### config.mk
export PLATFORM = sky130hd
export DESIGN_NAME = slem_monitor
export DESIGN_NICKNAME = d
export VERILOG_FILES = /design/src/slem_pkg.sv /design/src/slem_sync.sv /design/src/slem_monitor.sv
export SDC_FILE = /design/constraint.sdc
export NUM_CORES = 1
export LEC_CHECK = 0
export BUFFER_PORTS_ARGS = -buffer_cell sky130_fd_sc_hd__clkbuf_2
export CAP_MARGIN = 20
export CORE_MARGIN = 1
export CORE_UTILIZATION = 45
export DETAILED_ROUTE_END_ITERATION = 12
export PLACE_DENSITY = 0.68
export SLEW_MARGIN = 25
export SYNTH_ARGS = -nofsm -noshare
export SYNTH_HDL_FRONTEND = slang
export SYNTH_SLANG_ARGS = --single-unit
### constraint.sdc
create_clock -name sys_clk -period 5.96 [get_ports sys_clk]
set_clock_uncertainty 0.05 [all_clocks]
set_input_delay 1.192 -clock sys_clk [delete_from_list [all_inputs] [get_ports sys_clk]]
set_output_delay 1.192 -clock sys_clk [all_outputs]
set_load 0.01 [all_outputs]
### src/slem_pkg.sv
// Constants and types for the serial link error monitor
// What this block does
// Three-bit error status: absent clock, burst count, incomplete word.
// Diagnostic word during writes starts with fixed alternating pattern.
// Diagnostic word ends with the three status bits.
// First captured error locks status until it is cleared.
// Interrupt request raised on link error when enable bit set.
// Error state accepts only the status-read recovery command word.
// Recovery sends one word, then leaves error state, drops interrupt.
// General config target before error: reply is code, status cleared.
// Other target: undefined reply, only error state cleared.
// Chip select low with system clock stopped sets absent-clock flag.
// Burst word total differing from command count sets burst flag.
// Gap-tolerant mode: idle beyond timeout aborts transfer, burst flag.
// Framed mode nonzero count: mismatch flags; surplus word still written.
// Word with wrong bit total sets incomplete-word flag.
// Bit-total error under one chip select shows at frame end.
// Status reads zero in error-free operation and after reset.
// Gap-tolerant mode: word gap limited by timeout; select may toggle.
// Framed mode: select low whole frame, first word is command.
// Command: bit 15 direction, ten-bit address, five-bit word count.
package slem_pkg;
  localparam int WORD_W = 16;
  localparam int ADDR_W = 10;
  localparam int CNT_W = 5;
  localparam int SEL_W = 3;
  localparam int STAT_W = 3;
  localparam int WD_W = 8;
  // Command word layout
  localparam int CMD_DIR_BIT = 15;
  localparam int CMD_ADDR_LSB = 5;
  localparam int CMD_CNT_LSB = 0;
  // Status register offset and layout
  localparam logic [ADDR_W-1:0] STATUS_OFS = 10'h1d3;
  localparam logic [WORD_W-1:0] STATUS_RST = 16'h0000;
  localparam int ST_CKSYS_BIT = 2;
  localparam int ST_FRAME_BIT = 1;
  localparam int ST_WORD_BIT = 0;
  // Diagnostic pattern in the upper bits, status in the low three
  localparam logic [WORD_W-1:0] DIAG_PATTERN = 16'haaa8;
  localparam logic [WORD_W-1:0] RECOVER_CMD = 16'hba61;
  localparam logic [WORD_W-1:0] REPLY_UNDEF = 16'h0000;
  localparam logic [SEL_W-1:0] SEL_GEN_CFG = 3'h4;
  // Watchdog tick: one timeout unit is a microsecond
  localparam int CLK_PERIOD_PS = 8000;
  localparam int WD_UNIT_NS = 1000;
  localparam int WD_UNIT_CYC = (WD_UNIT_NS * 1000) / CLK_PERIOD_PS;
  localparam int WD_CNT_W = 16;
  // Pin synchroniser width and idle values: csb, sclk, mosi, cksys_ok
  localparam int SYNC_W = 4;
  localparam logic [SYNC_W-1:0] SYNC_RST = 4'h9;
  localparam logic [3:0] BITS_LAST = 4'hf;
  localparam logic [3:0] BITS_ZERO = 4'h0;
  typedef enum logic [1:0] {
    SLEM_CMD,
    SLEM_DATA,
    SLEM_ERR,
    SLEM_REPLY
  } slem_state_t;
endpackage

### src/slem_sync.sv
// Three-stage pin synchroniser with agreement filter
`timescale 1ns/1ps
module slem_sync (
  input wire logic sys_clk,
  input wire logic arst_n,
  input wire logic [slem_pkg::SYNC_W-1:0] pin_in,
  output logic [slem_pkg::SYNC_W-1:0] pin_out
);
  import slem_pkg::*;

  logic [SYNC_W-1:0] meta_ff;
  logic [SYNC_W-1:0] s2_ff;
  logic [SYNC_W-1:0] s3_ff;
  logic [SYNC_W-1:0] out_ff;

  // First stage feeds only the second stage
  always_ff @(posedge sys_clk or negedge arst_n) begin
    if (!arst_n) begin
      meta_ff <= SYNC_RST;
      s2_ff <= SYNC_RST;
      s3_ff <= SYNC_RST;
    end else begin
      meta_ff <= pin_in;
      s2_ff <= meta_ff;
      s3_ff <= s2_ff;
    end
  end

  // A bit changes only once stages two and three agree
  genvar i;
  generate
    for (i = 0; i < SYNC_W; i++) begin : g_bit
      always_ff @(posedge sys_clk or negedge arst_n) begin
        if (!arst_n) begin
          out_ff[i] <= SYNC_RST[i];
        end else if (s2_ff[i] == s3_ff[i]) begin
          out_ff[i] <= s3_ff[i];
        end
      end
    end
  endgenerate

  assign pin_out = out_ff;
endmodule

### src/slem_monitor.sv
// Serial link slave protocol with error monitor and status register
`timescale 1ns/1ps
module slem_monitor (
  input wire logic sys_clk,
  input wire logic arst_n,
  input wire logic spi_csb_n,
  input wire logic spi_sclk,
  input wire logic spi_mosi,
  output logic spi_miso,
  output logic spi_miso_oe,
  input wire logic cksys_ok,
  input wire logic cfg_mode_a,
  input wire logic cfg_irq_en,
  input wire logic [slem_pkg::WD_W-1:0] cfg_wd_timeout,
  input wire logic [slem_pkg::SEL_W-1:0] sel_target,
  output logic wr_strobe,
  output logic [slem_pkg::ADDR_W-1:0] wr_addr,
  output logic [slem_pkg::WORD_W-1:0] wr_data,
  output logic [slem_pkg::ADDR_W-1:0] rd_addr,
  input wire logic [slem_pkg::WORD_W-1:0] rd_data,
  output logic [slem_pkg::WORD_W-1:0] err_status,
  output logic proto_error,
  output logic irq_req
);
  import slem_pkg::*;

  logic [SYNC_W-1:0] pins_s;
  logic csb_s;
  logic sclk_s;
  logic mosi_s;
  logic ckok_s;
  logic csb_prev_ff;
  logic sclk_prev_ff;
  logic sclk_rise;
  logic csb_fall;
  logic csb_rise;
  logic [3:0] bit_cnt_ff;
  logic [WORD_W-1:0] rx_sh_ff;
  logic [WORD_W-1:0] rx_word;
  logic word_done;
  logic [WORD_W-1:0] tx_sh_ff;
  logic load_ff;
  logic [WORD_W-1:0] nxt_tx;
  logic miso_oe_ff;
  slem_state_t state_ff;
  slem_state_t nxt_state;
  logic rd_dir_ff;
  logic [ADDR_W-1:0] addr_ff;
  logic [CNT_W-1:0] num_ff;
  logic [CNT_W-1:0] wcnt_ff;
  logic [WD_CNT_W-1:0] wd_cnt_ff;
  logic [WD_CNT_W-1:0] wd_limit;
  logic [STAT_W-1:0] status_ff;
  logic [STAT_W-1:0] err_vec;
  logic err_any;
  logic sel_at_err_ff;
  logic [WORD_W-1:0] reply_ff;
  logic recover;
  logic status_rd_clr;
  logic status_clr;
  logic is_data_word;
  logic wr_strobe_ff;
  logic [ADDR_W-1:0] wr_addr_ff;
  logic [WORD_W-1:0] wr_data_ff;

  // Pins come from the master's domain; sclk is sampled, not a clock
  slem_sync u_sync (
    .sys_clk(sys_clk),
    .arst_n(arst_n),
    .pin_in({spi_csb_n, spi_sclk, spi_mosi, cksys_ok}),
    .pin_out(pins_s)
  );

  assign csb_s = pins_s[3];
  assign sclk_s = pins_s[2];
  assign mosi_s = pins_s[1];
  assign ckok_s = pins_s[0];

  // Edge history of the filtered pins
  // Reset values equal the idle pins, so no false edge follows reset
  always_ff @(posedge sys_clk or negedge arst_n) begin
    if (!arst_n) begin
      csb_prev_ff <= 1'b1;
      sclk_prev_ff <= 1'b0;
    end else begin
      csb_prev_ff <= csb_s;
      sclk_prev_ff <= sclk_s;
    end
  end

  // Only rising sclk edges inside a selected frame count as bits
  assign sclk_rise = sclk_s & ~sclk_prev_ff & ~csb_s;
  assign csb_fall = ~csb_s & csb_prev_ff;
  assign csb_rise = csb_s & ~csb_prev_ff;
  assign word_done = sclk_rise && (bit_cnt_ff == BITS_LAST);
  assign rx_word = {rx_sh_ff[WORD_W-2:0], mosi_s};

  // Bit counter spans the whole frame; a residue shows at select rise
  always_ff @(posedge sys_clk or negedge arst_n) begin
    if (!arst_n) begin
      bit_cnt_ff <= BITS_ZERO;
    end else if (csb_fall || csb_rise) begin
      bit_cnt_ff <= BITS_ZERO;
    end else if (sclk_rise) begin
      bit_cnt_ff <= bit_cnt_ff + 4'h1;
    end
  end

  // Receive shifter, MSB first
  always_ff @(posedge sys_clk or negedge arst_n) begin
    if (!arst_n) begin
      rx_sh_ff <= '0;
    end else if (sclk_rise) begin
      rx_sh_ff <= rx_word;
    end
  end

  // Error detection; several may fire together and are all captured
  // Word error is judged only at select rise, never mid-frame
  always_comb begin
    err_vec = '0;
    err_vec[ST_CKSYS_BIT] = csb_fall && !ckok_s;
    err_vec[ST_WORD_BIT] = csb_rise && (bit_cnt_ff != BITS_ZERO);
    // Framed mode, nonzero count: short frame at select rise
    if (!cfg_mode_a && state_ff == SLEM_DATA && num_ff != '0) begin
      if (csb_rise && wcnt_ff < num_ff) begin
        err_vec[ST_FRAME_BIT] = 1'b1;
      end
      // Surplus word: it is still written, and flagged in the same cycle
      if (word_done && wcnt_ff == num_ff) begin
        err_vec[ST_FRAME_BIT] = 1'b1;
      end
    end
    // Gap-tolerant mode: watchdog expiry aborts the transfer
    if (cfg_mode_a && state_ff == SLEM_DATA && wd_limit != '0 &&
        wd_cnt_ff >= wd_limit) begin
      err_vec[ST_FRAME_BIT] = 1'b1;
    end
  end

  assign err_any = |err_vec;

  // Timeout is in microseconds; zero disables the watchdog
  assign wd_limit = WD_CNT_W'({8'h00, cfg_wd_timeout} * WD_UNIT_CYC);

  // Idle counter restarts on every bit; select may toggle between words
  // It saturates, so a very long idle cannot wrap into a fresh start
  always_ff @(posedge sys_clk or negedge arst_n) begin
    if (!arst_n) begin
      wd_cnt_ff <= '0;
    end else if (state_ff != SLEM_DATA || sclk_rise) begin
      wd_cnt_ff <= '0;
    end else if (wd_cnt_ff != {WD_CNT_W{1'b1}}) begin
      wd_cnt_ff <= wd_cnt_ff + 16'h0001;
    end
  end

  assign recover = (state_ff == SLEM_ERR) && word_done &&
                   (rx_word == RECOVER_CMD);
  assign is_data_word = (state_ff == SLEM_DATA) && word_done;

  // Protocol sequencing
  always_comb begin
    nxt_state = state_ff;
    unique case (state_ff)
      SLEM_CMD: begin
        // First word of a frame is the command word
        if (word_done) begin
          nxt_state = SLEM_DATA;
          // Gap-tolerant mode with zero count is not a burst here
          if (cfg_mode_a && rx_word[CNT_W-1:0] == '0) begin
            nxt_state = SLEM_CMD;
          end
        end
      end
      SLEM_DATA: begin
        if (cfg_mode_a && word_done && wcnt_ff + 5'h01 == num_ff) begin
          nxt_state = SLEM_CMD;
        end else if (!cfg_mode_a && csb_rise) begin
          nxt_state = SLEM_CMD;
        end
      end
      SLEM_ERR: begin
        if (recover) begin
          nxt_state = SLEM_REPLY;
        end
      end
      SLEM_REPLY: begin
        // Exactly one word goes out, then the link is usable again
        if (word_done) begin
          nxt_state = SLEM_CMD;
        end else if (csb_rise) begin
          nxt_state = SLEM_ERR;
        end
      end
    endcase
    if (err_any && state_ff != SLEM_REPLY) begin
      nxt_state = SLEM_ERR;
    end
  end

  always_ff @(posedge sys_clk or negedge arst_n) begin
    if (!arst_n) begin
      state_ff <= SLEM_CMD;
    end else begin
      state_ff <= nxt_state;
    end
  end

  // Command decode and per-word address and count tracking
  always_ff @(posedge sys_clk or negedge arst_n) begin
    if (!arst_n) begin
      rd_dir_ff <= 1'b0;
      addr_ff <= '0;
      num_ff <= '0;
      wcnt_ff <= '0;
    end else if (state_ff == SLEM_CMD && word_done) begin
      rd_dir_ff <= rx_word[CMD_DIR_BIT];
      addr_ff <= rx_word[CMD_ADDR_LSB +: ADDR_W];
      num_ff <= rx_word[CMD_CNT_LSB +: CNT_W];
      wcnt_ff <= '0;
    end else if (is_data_word) begin
      addr_ff <= addr_ff + 10'h001;
      wcnt_ff <= wcnt_ff + 5'h01;
    end
  end

  // Write port; a surplus word in framed mode is still committed
  always_ff @(posedge sys_clk or negedge arst_n) begin
    if (!arst_n) begin
      wr_strobe_ff <= 1'b0;
      wr_addr_ff <= '0;
      wr_data_ff <= '0;
    end else begin
      wr_strobe_ff <= is_data_word && !rd_dir_ff;
      if (is_data_word && !rd_dir_ff) begin
        wr_addr_ff <= addr_ff;
        wr_data_ff <= rx_word;
      end
    end
  end

  assign wr_strobe = wr_strobe_ff;
  assign wr_addr = wr_addr_ff;
  assign wr_data = wr_data_ff;
  assign rd_addr = addr_ff;

  // Target chosen before the error decides the recovery reply
  // Taken on each error that enters the error state; later faults there must not move it
  always_ff @(posedge sys_clk or negedge arst_n) begin
    if (!arst_n) begin
      sel_at_err_ff <= 1'b0;
    end else if (err_any && state_ff != SLEM_ERR &&
                 state_ff != SLEM_REPLY) begin
      sel_at_err_ff <= (sel_target == SEL_GEN_CFG);
    end
  end

  // Reply word is fixed when the recovery command lands
  always_ff @(posedge sys_clk or negedge arst_n) begin
    if (!arst_n) begin
      reply_ff <= REPLY_UNDEF;
    end else if (recover) begin
      if (sel_at_err_ff) begin
        reply_ff <= {{(WORD_W-STAT_W){1'b0}}, status_ff};
      end else begin
        reply_ff <= REPLY_UNDEF;
      end
    end
  end

  // Normal read of the status word clears it when the general config target is selected
  // Limitation: the clear happens at load, so a frame cut before the
  // word is shifted out still loses the code
  assign status_rd_clr = load_ff && state_ff == SLEM_DATA && rd_dir_ff &&
                         addr_ff == STATUS_OFS && sel_target == SEL_GEN_CFG;
  assign status_clr = status_rd_clr || (recover && sel_at_err_ff);

  // First error locks the status; a new error beats a same-cycle clear
  always_ff @(posedge sys_clk or negedge arst_n) begin
    if (!arst_n) begin
      status_ff <= STATUS_RST[STAT_W-1:0];
    end else if (err_any && (status_ff == '0 || status_clr)) begin
      status_ff <= err_vec;
    end else if (status_clr) begin
      status_ff <= '0;
    end
  end

  // Upper bits of the status word are always zero
  assign err_status = {{(WORD_W-STAT_W){1'b0}}, status_ff};

  // Next outgoing word, chosen one cycle after the word boundary
  always_comb begin
    if (state_ff == SLEM_REPLY) begin
      nxt_tx = reply_ff;
    end else if (state_ff == SLEM_DATA && rd_dir_ff) begin
      if (addr_ff == STATUS_OFS) begin
        nxt_tx = err_status;
      end else begin
        nxt_tx = rd_data;
      end
    end else begin
      nxt_tx = DIAG_PATTERN | err_status;
    end
  end

  // Load one cycle late so address and state have settled
  // The extra cycle stays well inside the master's half period
  always_ff @(posedge sys_clk or negedge arst_n) begin
    if (!arst_n) begin
      load_ff <= 1'b0;
    end else begin
      load_ff <= csb_fall || word_done;
    end
  end

  // Transmit shifter; MISO moves on rising sclk, master samples just before the next rising edge
  always_ff @(posedge sys_clk or negedge arst_n) begin
    if (!arst_n) begin
      tx_sh_ff <= DIAG_PATTERN;
    end else if (load_ff) begin
      tx_sh_ff <= nxt_tx;
    end else if (sclk_rise) begin
      tx_sh_ff <= {tx_sh_ff[WORD_W-2:0], 1'b0};
    end
  end

  // Drive MISO only while selected
  always_ff @(posedge sys_clk or negedge arst_n) begin
    if (!arst_n) begin
      miso_oe_ff <= 1'b0;
    end else begin
      miso_oe_ff <= ~csb_s;
    end
  end

  assign spi_miso = tx_sh_ff[WORD_W-1];
  assign spi_miso_oe = miso_oe_ff;

  // Interrupt follows the error state, dropped by recovery
  assign proto_error = (state_ff == SLEM_ERR) || (state_ff == SLEM_REPLY);
  assign irq_req = cfg_irq_en && proto_error;
endmodule

* After elaboration in Yosys (flattened, before gate mapping)
Cells that the tools add are included.
** Word-level totals
- Bits in registers :: 141
- Bits in latches :: 0
- Memory bits (writable) :: 0
- Bits in read-only memories :: 0
- Input port bits :: 35
- Output and inout port bits :: 57
- Logic and storage cells :: 142
- Memories kept :: 0
** Cells by class
- Add/sub/neg operators :: 4
- Multipliers :: 1
- Divide/modulo/power cells :: 0
- $lt $le $gt $ge :: 2
- Equal/unequal tests :: 21
- Shifts and indexed selects :: 0
- Multiplexer cells :: 29
- Bitwise operators :: 7
- Reduce and logical (&&, ||, !) cells :: 52
** Operators with widths (number)
- 16-bit 2-to-1 mux :: 7
- 1-bit logical AND :: 30
- 10-bit 2-to-1 mux :: 2
- 16-bit by 1-bit adder with 16-bit output (second input constant) :: 1
- 16-bit == test (second input constant) :: 1
- 16-bit by 15-bit greater-or-equal comparator with 1-bit output :: 1
- 16-bit inequality test (second input constant) :: 1
- 16-bit nonzero test :: 1
- 8-bit by 7-bit multiplier with 15-bit output (second input constant) :: 1
- 2-bit 2-to-1 mux :: 7
- 10-bit by 1-bit adder with 10-bit output (second input constant) :: 1
- 10-bit by 9-bit == test with 1-bit output (second input constant) :: 1
- 5-bit == test :: 2
- 5-bit 2-to-1 mux :: 2
- 2-bit nonzero test :: 5
- 3-bit 2-to-1 mux :: 3
- 4-bit 2-to-1 mux :: 2
- 4-bit inequality test (second input constant) :: 2
- 2-bit case mux with 4 select lines :: 1
- 1-bit logical OR :: 6
- 3-bit inequality test (second input constant) :: 2
- 5-bit by 1-bit adder with 5-bit output (second input constant) :: 1
- 5-bit zero test :: 1
- 5-bit less-than comparator :: 1
- other kinds (18) :: 34

* Logic depth before layout (Yosys ltp)
Gate-level depths: netlist of run 1.
- Depth after elaboration :: 12
- Mapped depth :: 22
- Mapped depth without buffers :: 22

* Modules after synthesis
A second synthesis of run 1 with hierarchy kept.
** Unflattened totals
- Cell total of the unflattened synthesis :: 740
- Area total of the unflattened synthesis :: 7722.4 µm²
** By module, submodules not included
- slem_monitor :: instances 1, cells each 720, area an instance 7267.0 µm², seq. area each 2812.7 µm²
- slem_sync :: instances 1, cells each 20, area an instance 455.4 µm², seq. area each 410.4 µm²

* Least setup slack after synthesis of run 1
Ideal clock, no wire load.
- Path kind :: input port to flip-flop
- From :: in cfg_wd_timeout[0] (netlist name)
- To :: reg sel_at_err_ff
- Library setup time :: 0.125 ns
- Data arrival time :: 6.198 ns
- Data required time :: 5.785 ns
- Setup slack :: -0.413 ns
- Stages :: 21
- Buffers on the path :: 0
- Cell sequence :: fa_1 inv_1 fa_1 fa_1 inv_1 fa_1 ha_1 o211a_1 o31a_1 o311ai_2 nand4b_1 and2_1 ha_1 a21o_1 a211oi_1 o211ai_1 a211oi_1 a211oi_1 o41ai_2 a21oi_2 mux2_4
** Between the ends
- Word-level cells in the longest chain between the ends :: 8
- Elaborated cells on any way between the ends :: 9
- Classes of those cells :: mul (1); order compare (1); mux (1); reduce/logical (6)
** RTL lines
- from (decl) :: line slem_monitor.sv:14 : input wire logic [slem_pkg::WD_W-1:0] cfg_wd_timeout,
- 8-bit by 7-bit multiplier with 15-bit output * :: line slem_monitor.sv:144 : assign wd_limit = WD_CNT_W'({8'h00, cfg_wd_timeout} * WD_UNIT_CYC);
- parallel branches: the longest is 2 deep, another holds 16-bit by 15-bit greater-or-equal comparator with 1-bit output
- 1-bit logical AND * :: line slem_monitor.sv:135 : if (cfg_mode_a && state_ff == SLEM_DATA && wd_limit != '0 &&
- 1-bit 2-to-1 mux * :: line slem_monitor.sv:135
- 3-bit OR reduction * :: line slem_monitor.sv:141 : assign err_any = |err_vec;
- 1-bit logical AND * (2 in series) :: line slem_monitor.sv:253 : end else if (err_any && state_ff != SLEM_ERR &&
- to (signal assigned) :: line slem_monitor.sv:255 : sel_at_err_ff <= (sel_target == SEL_GEN_CFG);
- to (decl) :: line slem_monitor.sv:56 : logic sel_at_err_ff;
Mark *: on every way between the ends.
A chain may end at the register's enable or synchronous reset.

* Final worst setup path of run 1
- From :: in cfg_wd_timeout[1] (netlist name)
- To :: reg sel_at_err_ff
The elaborated chain is that of the path after synthesis.

==> impl_metrics.py, run 1 <==
metrics = {
    "run_status": {
        "outcome": "finished with violations",
        "violations": "setup timing",
    },
    "cells_and_area": {
        "seq_area_mm2": 0.00322,
        "drive_above_1_share": 0.258,
        "syn_to_final_growth_pct": 20.7,
        "fin_area_mm2": 0.00929,
        "layout.nets": 1011,
        "fillerInstances": 1444,
        "num_antenna_cells": 0,
        "multi_input_area_mm2": 0.00419,
    },
    "global_route": {
        "use_met3": 0.0448,
        "grt_use_met2": 0.316,
        "met1_usage": 0.263,
        "grt_use_total": 0.197,
        "grt_overflow": 0,
        "busiest_layer": "met2",
        "grt_max_degree": 67,
        "grt_pass1_vias": 5879,
        "antenna_found_initial": 0,
        "grt_pass1_wl_um": 27800,
    },
    "logic_synthesis": {
        "synth-compound-area-share": 0.113,
        "synthCells": 766,
        "synthAdderAreaFrac": 0.167,
        "syn_area_mm2": 0.00769,
        "async_reset_ff_frac": 1.00,
        "synthSimpleGateAreaFrac": 0.150,
        "syn_area_per_cell_um2": 10.0,
        "synth_mux_area_frac": 0.0605,
        "synth_top_family_by_area": "adder cells",
        "synth_enable_flop_cells": 0,
        "yosys_warnings": 0,
        "synth_top_flop_cell": "dfrtp_1",
        "ys_seq_elements": 128,
        "synth_cell_type_count": 67,
        "synth_top_area_share": 0.364,
        "synthTopCellsByArea": "dfrtp_1 36%, ha_1 10%, fa_1 5.7%",
        "synth_top_area_cell": "dfrtp_1",
        "synth_xor_area_frac": 0.0353,
        "yosysSeqAreaShare": 0.419,
    },
    "power": {
        "clkPwrFrac": 0.322,
        "switching_share": 0.325,
        "internal_power_mw": 2.13,
        "power_mw": 3.16,
        "leakagePower_nw": 4.57,
        "power.density_mw_per_mm2": 340,
        "ir_drop_mv": 0.226,
        "pwr-share-seq": 0.323,
        "switchingPower_mw": 1.03,
        "pwr-share-comb": 0.355,
    },
    "place": {
        "dp_hpwl_um": 11600,
        "placed_cell_area_mm2": 0.00857,
        "place_ws_ns": -0.545,
        "gp_congestion": 0.797,
        "io_buffers": 78,
    },
    "critical_path": {
        "r2r-end": "wr_data[14]",
        "crit_fanout": 3,
        "rr_startpoint": "u_sync.pin_out[2]",
        "cp.arrival_ns": 6.30,
        "critPathKind": "in -> reg",
        "crit_buf_inv": 3,
        "cp_cell_sequence": "buf_8 -> fa_1 -> inv_2 -> fa_1 -> fa_1 -> inv_1 -> fa_1 -> ha_4 -> o211a_1 -> o31a_1 -> o311ai_2 -> nand4b_1 -> and2_4 -> ha_4 -> a21o_1 -> a211oi_2 -> o211ai_1 -> a211oi_2 -> a211oi_2 -> o41ai_4 -> a21oi_2 -> mux2_4",
        "cp_top_family": "adder cells",
        "worstSetupStartpoint": "cfg_wd_timeout[1]",
        "cp_slowest_cell": "fa_1",
        "critPathCaptureType": "flop",
        "worst_ep_required_time_ns": 6.21,
        "start_kind": "primary input",
        "crit_top_cell": "fa_1",
        "reg2reg_setup_slack_ns": 2.91,
        "slowest_delay_ns": 0.58,
        "reg2regPathDepth": 8,
    },
    "route": {
        "postRouteWirelength_um": 15900,
        "dr.first_iter.drc_count": 369,
        "post_drt_wl_per_cell_um": 14.2,
        "post-route-drc-count": 0,
        "firstDrtPassIters": 4,
        "antenna_left": 0,
        "viasPerCell": 5.20,
        "vias": 5836,
    },
    "clock_network": {
        "clock_sinks": 128,
        "htreeDepth": 4,
        "cts_buffers": 17,
        "cts_root_buf": "clkbuf_16",
        "cts_tree": "done",
        "clkLatencyLatePin_ns": 0.42,
        "cts_max_path_buffers": 2,
        "cts.clk_slew.worst_paths_ns": 0.06,
        "ctsHoldBuffers": 0,
    },
    "timing": {
        "post-route-min-period_ns": 6.05,
        "max_slew_margin": 0.454,
        "grt_setup_unrepaired": "yes",
        "final_max_slew_viol_count": 0,
        "tns_ns": -0.0860,
        "setup_viol": 1,
        "max_freq_ghz": 0.165,
        "post-route-period-util": 1.01,
        "worst_slack_ns": -0.0860,
        "finalHoldViolations": 0,
        "worstMarginPinSlew_ns": 0.820,
    },
    "die": {
        "fp-row-count": 47,
        "coreArea_mm2": 0.0166,
        "start_util": 0.462,
        "pin_count": 92,
        "die_h_um": 133,
        "die_width_um": 133,
        "die_area_mm2": 0.0176,
    },
    "run": {
        "cap_violations": 0,
    },
    "hold_path": {
        "whs_path_depth": 0,
        "min_to": "u_sync.s2_ff[1]",
        "hold_path.startpoint": "u_sync.meta_ff[1]",
        "hold_class": "reg -> reg",
    },
}
-- flip-flops by register name, summed over array words and instances (netlist names), 2 cells and up --
| signal | flops |
|---|---|
| bit_cnt_ff | 4 |
| num_ff | 5 |
| rd_addr | 10 |
| reply_ff | 3 |
| rx_sh_ff | 15 |
| state_ff | 2 |
| status_ff | 3 |
| tx_sh_ff | 16 |
| u_sync.meta_ff | 4 |
| u_sync.pin_out | 4 |
| u_sync.s2_ff | 4 |
| u_sync.s3_ff | 4 |
| wcnt_ff | 5 |
| wd_cnt_ff | 16 |
| wr_addr | 10 |
| wr_data | 16 |
-- power groups by stage --
stage | Clock, mW | Sequential [mW] | Combinational (mW)
3_5_place_dp | 0 | 1.03 | 1.04
6_report | 1.01 | 1.02 | 1.12
5_1_grt | 1.07 | 1.03 | 1.29
4_1_cts | 1.04 | 1.02 | 1.06
2_1_floorplan | 0 | 1.01 | 0.674
3_3_place_gp | 0 | 1.03 | 1.02
-- worst register-to-register path, delay by kind of cell (launching register included) --
kind                   cells  cell delay (ns)
and+or+nand+nor            5             1.46
buffers and inverters      2             0.66
DFF                        1             0.39
muxes                      1             0.38
-- cell usage after synthesis (all sizes together), types with 2 or more instances --
library cell	count
dfrtp	112
nand2	86
ha	64
inv	63
nor2	62
a21oi	37
mux2	33
o21ai	31
nand3	27
fa	22
buf	17
clkbuf	17
dfstp	16
o22ai	16
xor2	16
xnor2	15
o21a	12
and3	11
mux2i	9
a211oi	8
and2	7
nor3	7
nand4	6
nand2b	5
nand4b	5
maj3	4
nor2b	4
nor3b	4
nor4	4
o211ai	4
or2	4
a21boi	3
a21o	3
a22o	3
nand3b	3
o2111ai	3
and4	2
o32ai	2
o41ai	2
or3	2
-- how the worst max path moves through the flow --
stage,to,slack [ns],cells after the start
after global placement,sel_at_err_ff,-0.44,22
after CTS,sel_at_err_ff,-0.02,22
after floorplan,sel_at_err_ff,-0.13,21
after global routing,sel_at_err_ff,-0.36,22
after detailed placement,sel_at_err_ff,-0.54,22
final,sel_at_err_ff,-0.09,22
-- stage by stage --
stage | util | cells | hold WS [ns]
floorplan | - | 778 | 0.281
global placement | 0.515 | 1086 | 0.285
detailed placement | 0.515 | 1086 | 0.286
CTS | 0.551 | 1120 | 0.299
global route | 0.558 | 1123 | 0.310
finish | 0.558 | 1123 | 0.295
-- per-layer routing --
| layer | vias up | share of wire |
|---|---|---|
| met5 | - | 0 |
| met4 | 0 | 0.013 |
| met3 | 18 | 0.029 |
| met2 | 107 | 0.47 |
| met1 | 2837 | 0.49 |
| li1 | 2874 | - |
-- placed cells by master (no fill, tap or decap), drive strengths merged, types with 9 or more instances in the layout --
master and n:
clkbuf 93, fa 22, o22ai 16, mux2 33, nand2 86, xnor2 15, nor2 62, o21a 12
conb 13, mux2i 9, a21oi 37, buf 51, dfrtp 112, and3 11, ha 64, xor2 16
inv 68, dfstp 16, o21ai 31, nand3 27
-- repair_timing --
item | CTS | global route
pin swaps | 4 | 18
gates resized for setup | 2 | 19
setup endpoints to repair | 3 | 4
setup buffers | 2 | 3
-- final cells by class --
class | instances | area share
multi-input cells | 553 | 0.451
flip-flops and latches | 128 | 0.347
repair buffers | 127 | 0.0840
clock buffers | 17 | 0.0458
well taps | 220 | 0.0296
inverters | 63 | 0.0255
clock inverters | 15 | 0.0171
-- cell families (layout without fill, tap and decap cells) --
group	after synthesis	after routing
DFF	128	128
AOI/OAI and AO/OA	134	134
buffers and inverters	97	222
xor gates and xnor gates	31	31
other	1	13
adders and majority gates	90	90
and+or+nand+nor	243	243
muxes	42	42
(Power assumes the default switching activity.)
==> run 2, diff against run 1 <==
--- a/config.mk
+++ b/config.mk
@@ -15,3 +15,4 @@
 export SYNTH_ARGS = -nofsm -noshare
 export SYNTH_HDL_FRONTEND = slang
 export SYNTH_SLANG_ARGS = --single-unit
+export TNS_END_PERCENT = 5
==> impl_metrics.py, run 2 (synthesized netlist as in run 1, its figures left out) <==
metrics = {
    "global_route": {
        "antenna_found_initial": 0,
        "use_met3": 0.0395,
        "grt_use_total": 0.196,
        "grt_use_met2": 0.306,
        "busiest_layer": "met2",
        "met1_usage": 0.272,
        "grt_overflow": 0,
        "grt_pass1_vias": 5749,
        "grt_pass1_wl_um": 27700,
        "grt_max_degree": 77,
    },
    "timing": {
        "post-route-period-util": 0.997,
        "worst_slack_ns": 0.0203,
        "post-route-min-period_ns": 5.94,
        "tns_ns": 0,
        "final_max_slew_viol_count": 0,
        "max_freq_ghz": 0.168,
        "setup_viol": 0,
        "finalHoldViolations": 0,
        "grt_setup_unrepaired": "yes",
        "max_slew_margin": 0.427,
        "worstMarginPinSlew_ns": 0.851,
    },
    "cells_and_area": {
        "fin_util": 0.558,
        "final_common_cell": "dfrtp_1",
        "syn_to_final_growth_pct": 20.7,
        "drive_above_1_share": 0.256,
        "layout.nets": 1016,
        "fillerInstances": 1430,
        "num_antenna_cells": 0,
        "final_cell_mix": "112 x dfrtp_1, 86 x nand2_1, 76 x clkbuf_2",
    },
    "clock_network": {
        "cts.clk_slew.worst_paths_ns": 0.06,
        "cts_root_buf": "clkbuf_16",
        "htreeDepth": 4,
        "cts_tree": "done",
        "ctsHoldBuffers": 0,
        "cts_buffers": 17,
        "clock_sinks": 128,
        "cts_max_path_buffers": 2,
        "clkLatencyLatePin_ns": 0.42,
    },
    "place": {
        "dp_hpwl_um": 11500,
        "io_buffers": 78,
        "place_ws_ns": -0.547,
        "gp_congestion": 0.793,
    },
    "hold_path": {
        "hold_class": "reg -> reg",
        "hold_path.startpoint": "u_sync.meta_ff[1]",
        "whs_path_depth": 0,
        "min_to": "u_sync.s2_ff[1]",
    },
    "critical_path": {
        "start_kind": "primary input",
        "reg2regPathDepth": 9,
        "critPathKind": "in -> reg",
        "reg2reg_setup_slack_ns": 3.03,
        "crit_fanout": 3,
        "rr_startpoint": "u_sync.pin_out[2]",
        "cp.arrival_ns": 6.20,
        "r2r-end": "sel_at_err_ff",
        "worst_ep_required_time_ns": 6.22,
        "critPathCaptureType": "flop",
    },
    "power": {
        "leakagePower_nw": 4.59,
        "power.density_mw_per_mm2": 338,
        "ir_drop_mv": 0.204,
        "power_mw": 3.14,
    },
    "route": {
        "vias": 5801,
        "postRouteWirelength_um": 15700,
        "firstDrtPassIters": 4,
        "post_drt_wl_per_cell_um": 13.9,
        "antenna_left": 0,
        "dr.first_iter.drc_count": 297,
        "viasPerCell": 5.14,
        "post-route-drc-count": 0,
    },
    "die": {
        "pin_count": 92,
        "die_area_mm2": 0.0176,
        "start_util": 0.462,
        "die_h_um": 133,
        "die_width_um": 133,
        "fp-row-count": 47,
        "coreArea_mm2": 0.0166,
    },
    "run": {
        "cap_violations": 0,
    },
    "run_status": {
        "outcome": "finished clean",
    },
}
==> run 2: changes by cell type in the layout (fill, tap and decap cells not counted), moves of 2 or more <==
cell      before  now
buf_4         50   54
clkinv_4       2    6
inv_6          5    3
o21ai_0       27   29
o21ai_1        4    2
==> run 2: worst max path at each step <==
stage / from / cells after the start / end / slack, ns
floorplan: cfg_wd_timeout[2] / 21 / sel_at_err_ff / -0.13
detailed placement: cfg_wd_timeout[1] / 22 / sel_at_err_ff / -0.55
finish: cfg_wd_timeout[0] / 22 / sel_at_err_ff / 0.02
global placement: cfg_wd_timeout[1] / 22 / sel_at_err_ff / -0.45
global route: cfg_wd_timeout[0] / 22 / sel_at_err_ff / -0.28
CTS: cfg_wd_timeout[0] / 22 / sel_at_err_ff / -0.08
==> run 2: layer usage <==
metal / part of all wire / vias up
met5: 0 / -
met4: 0.017 / 0
met3: 0.031 / 24
met2: 0.47 / 95
met1: 0.48 / 2796
li1: - / 2886
==> run 2: report_power, final <==
group / switching, mW / leakage, nW / total [mW] / internal (mW)
Clock: 0.394 / 0.277 / 0.983 / 0.589
Sequential: 0.0667 / 1.68 / 1.02 / 0.952
Combinational: 0.562 / 2.63 / 1.13 / 0.572
Total: 1.02 / 4.59 / 3.14 / 2.11
==> run 2: critical path: stages <==
cell and delay, ns:
clkbuf_8 0.12, fa_1 0.56, inv_1 0.06, fa_1 0.45, fa_1 0.50, inv_1 0.05, fa_1 0.52, ha_4 0.21
o211a_1 0.20, o31a_1 0.14, o311ai_4 0.24, nand4b_1 0.15, and2_1 0.19, ha_1 0.28, a21o_1 0.17, a211oi_2 0.20
o211ai_1 0.16, a211oi_2 0.21, a211oi_1 0.10, o41ai_2 0.10, a21oi_2 0.11, mux2_4 0.30
==> run 2: cell type report <==
type / instances / area (um2) / area share
clock inverter: 14 / 134 / 0.0144
inverter: 63 / 236 / 0.0255
clock buffer: 18 / 439 / 0.0473
sequential: 128 / 3220 / 0.347
tap: 220 / 275 / 0.0296
timing repair buffer: 132 / 811 / 0.0873
multi-input combinational: 553 / 4170 / 0.449
==> run 2: timing repair <==
| action | 4_1_cts | 5_1_grt |
|---|---|---|
| buffers inserted | 9 | 0 |
| resized for setup | 4 | 4 |
| pin swaps | 12 | 5 |
| endpoints found under the setup margin | 3 | 4 |
==> run 2: metrics by stage <==
step / instance area, um2 / cells / hold WS [ns]
global placement: 8580 / 1087 / 0.284
CTS: 9260 / 1128 / 0.302
finish: 9280 / 1128 / 0.298
global route: 9280 / 1128 / 0.308
floorplan: 7760 / 778 / 0.281
detailed placement: 8580 / 1087 / 0.290
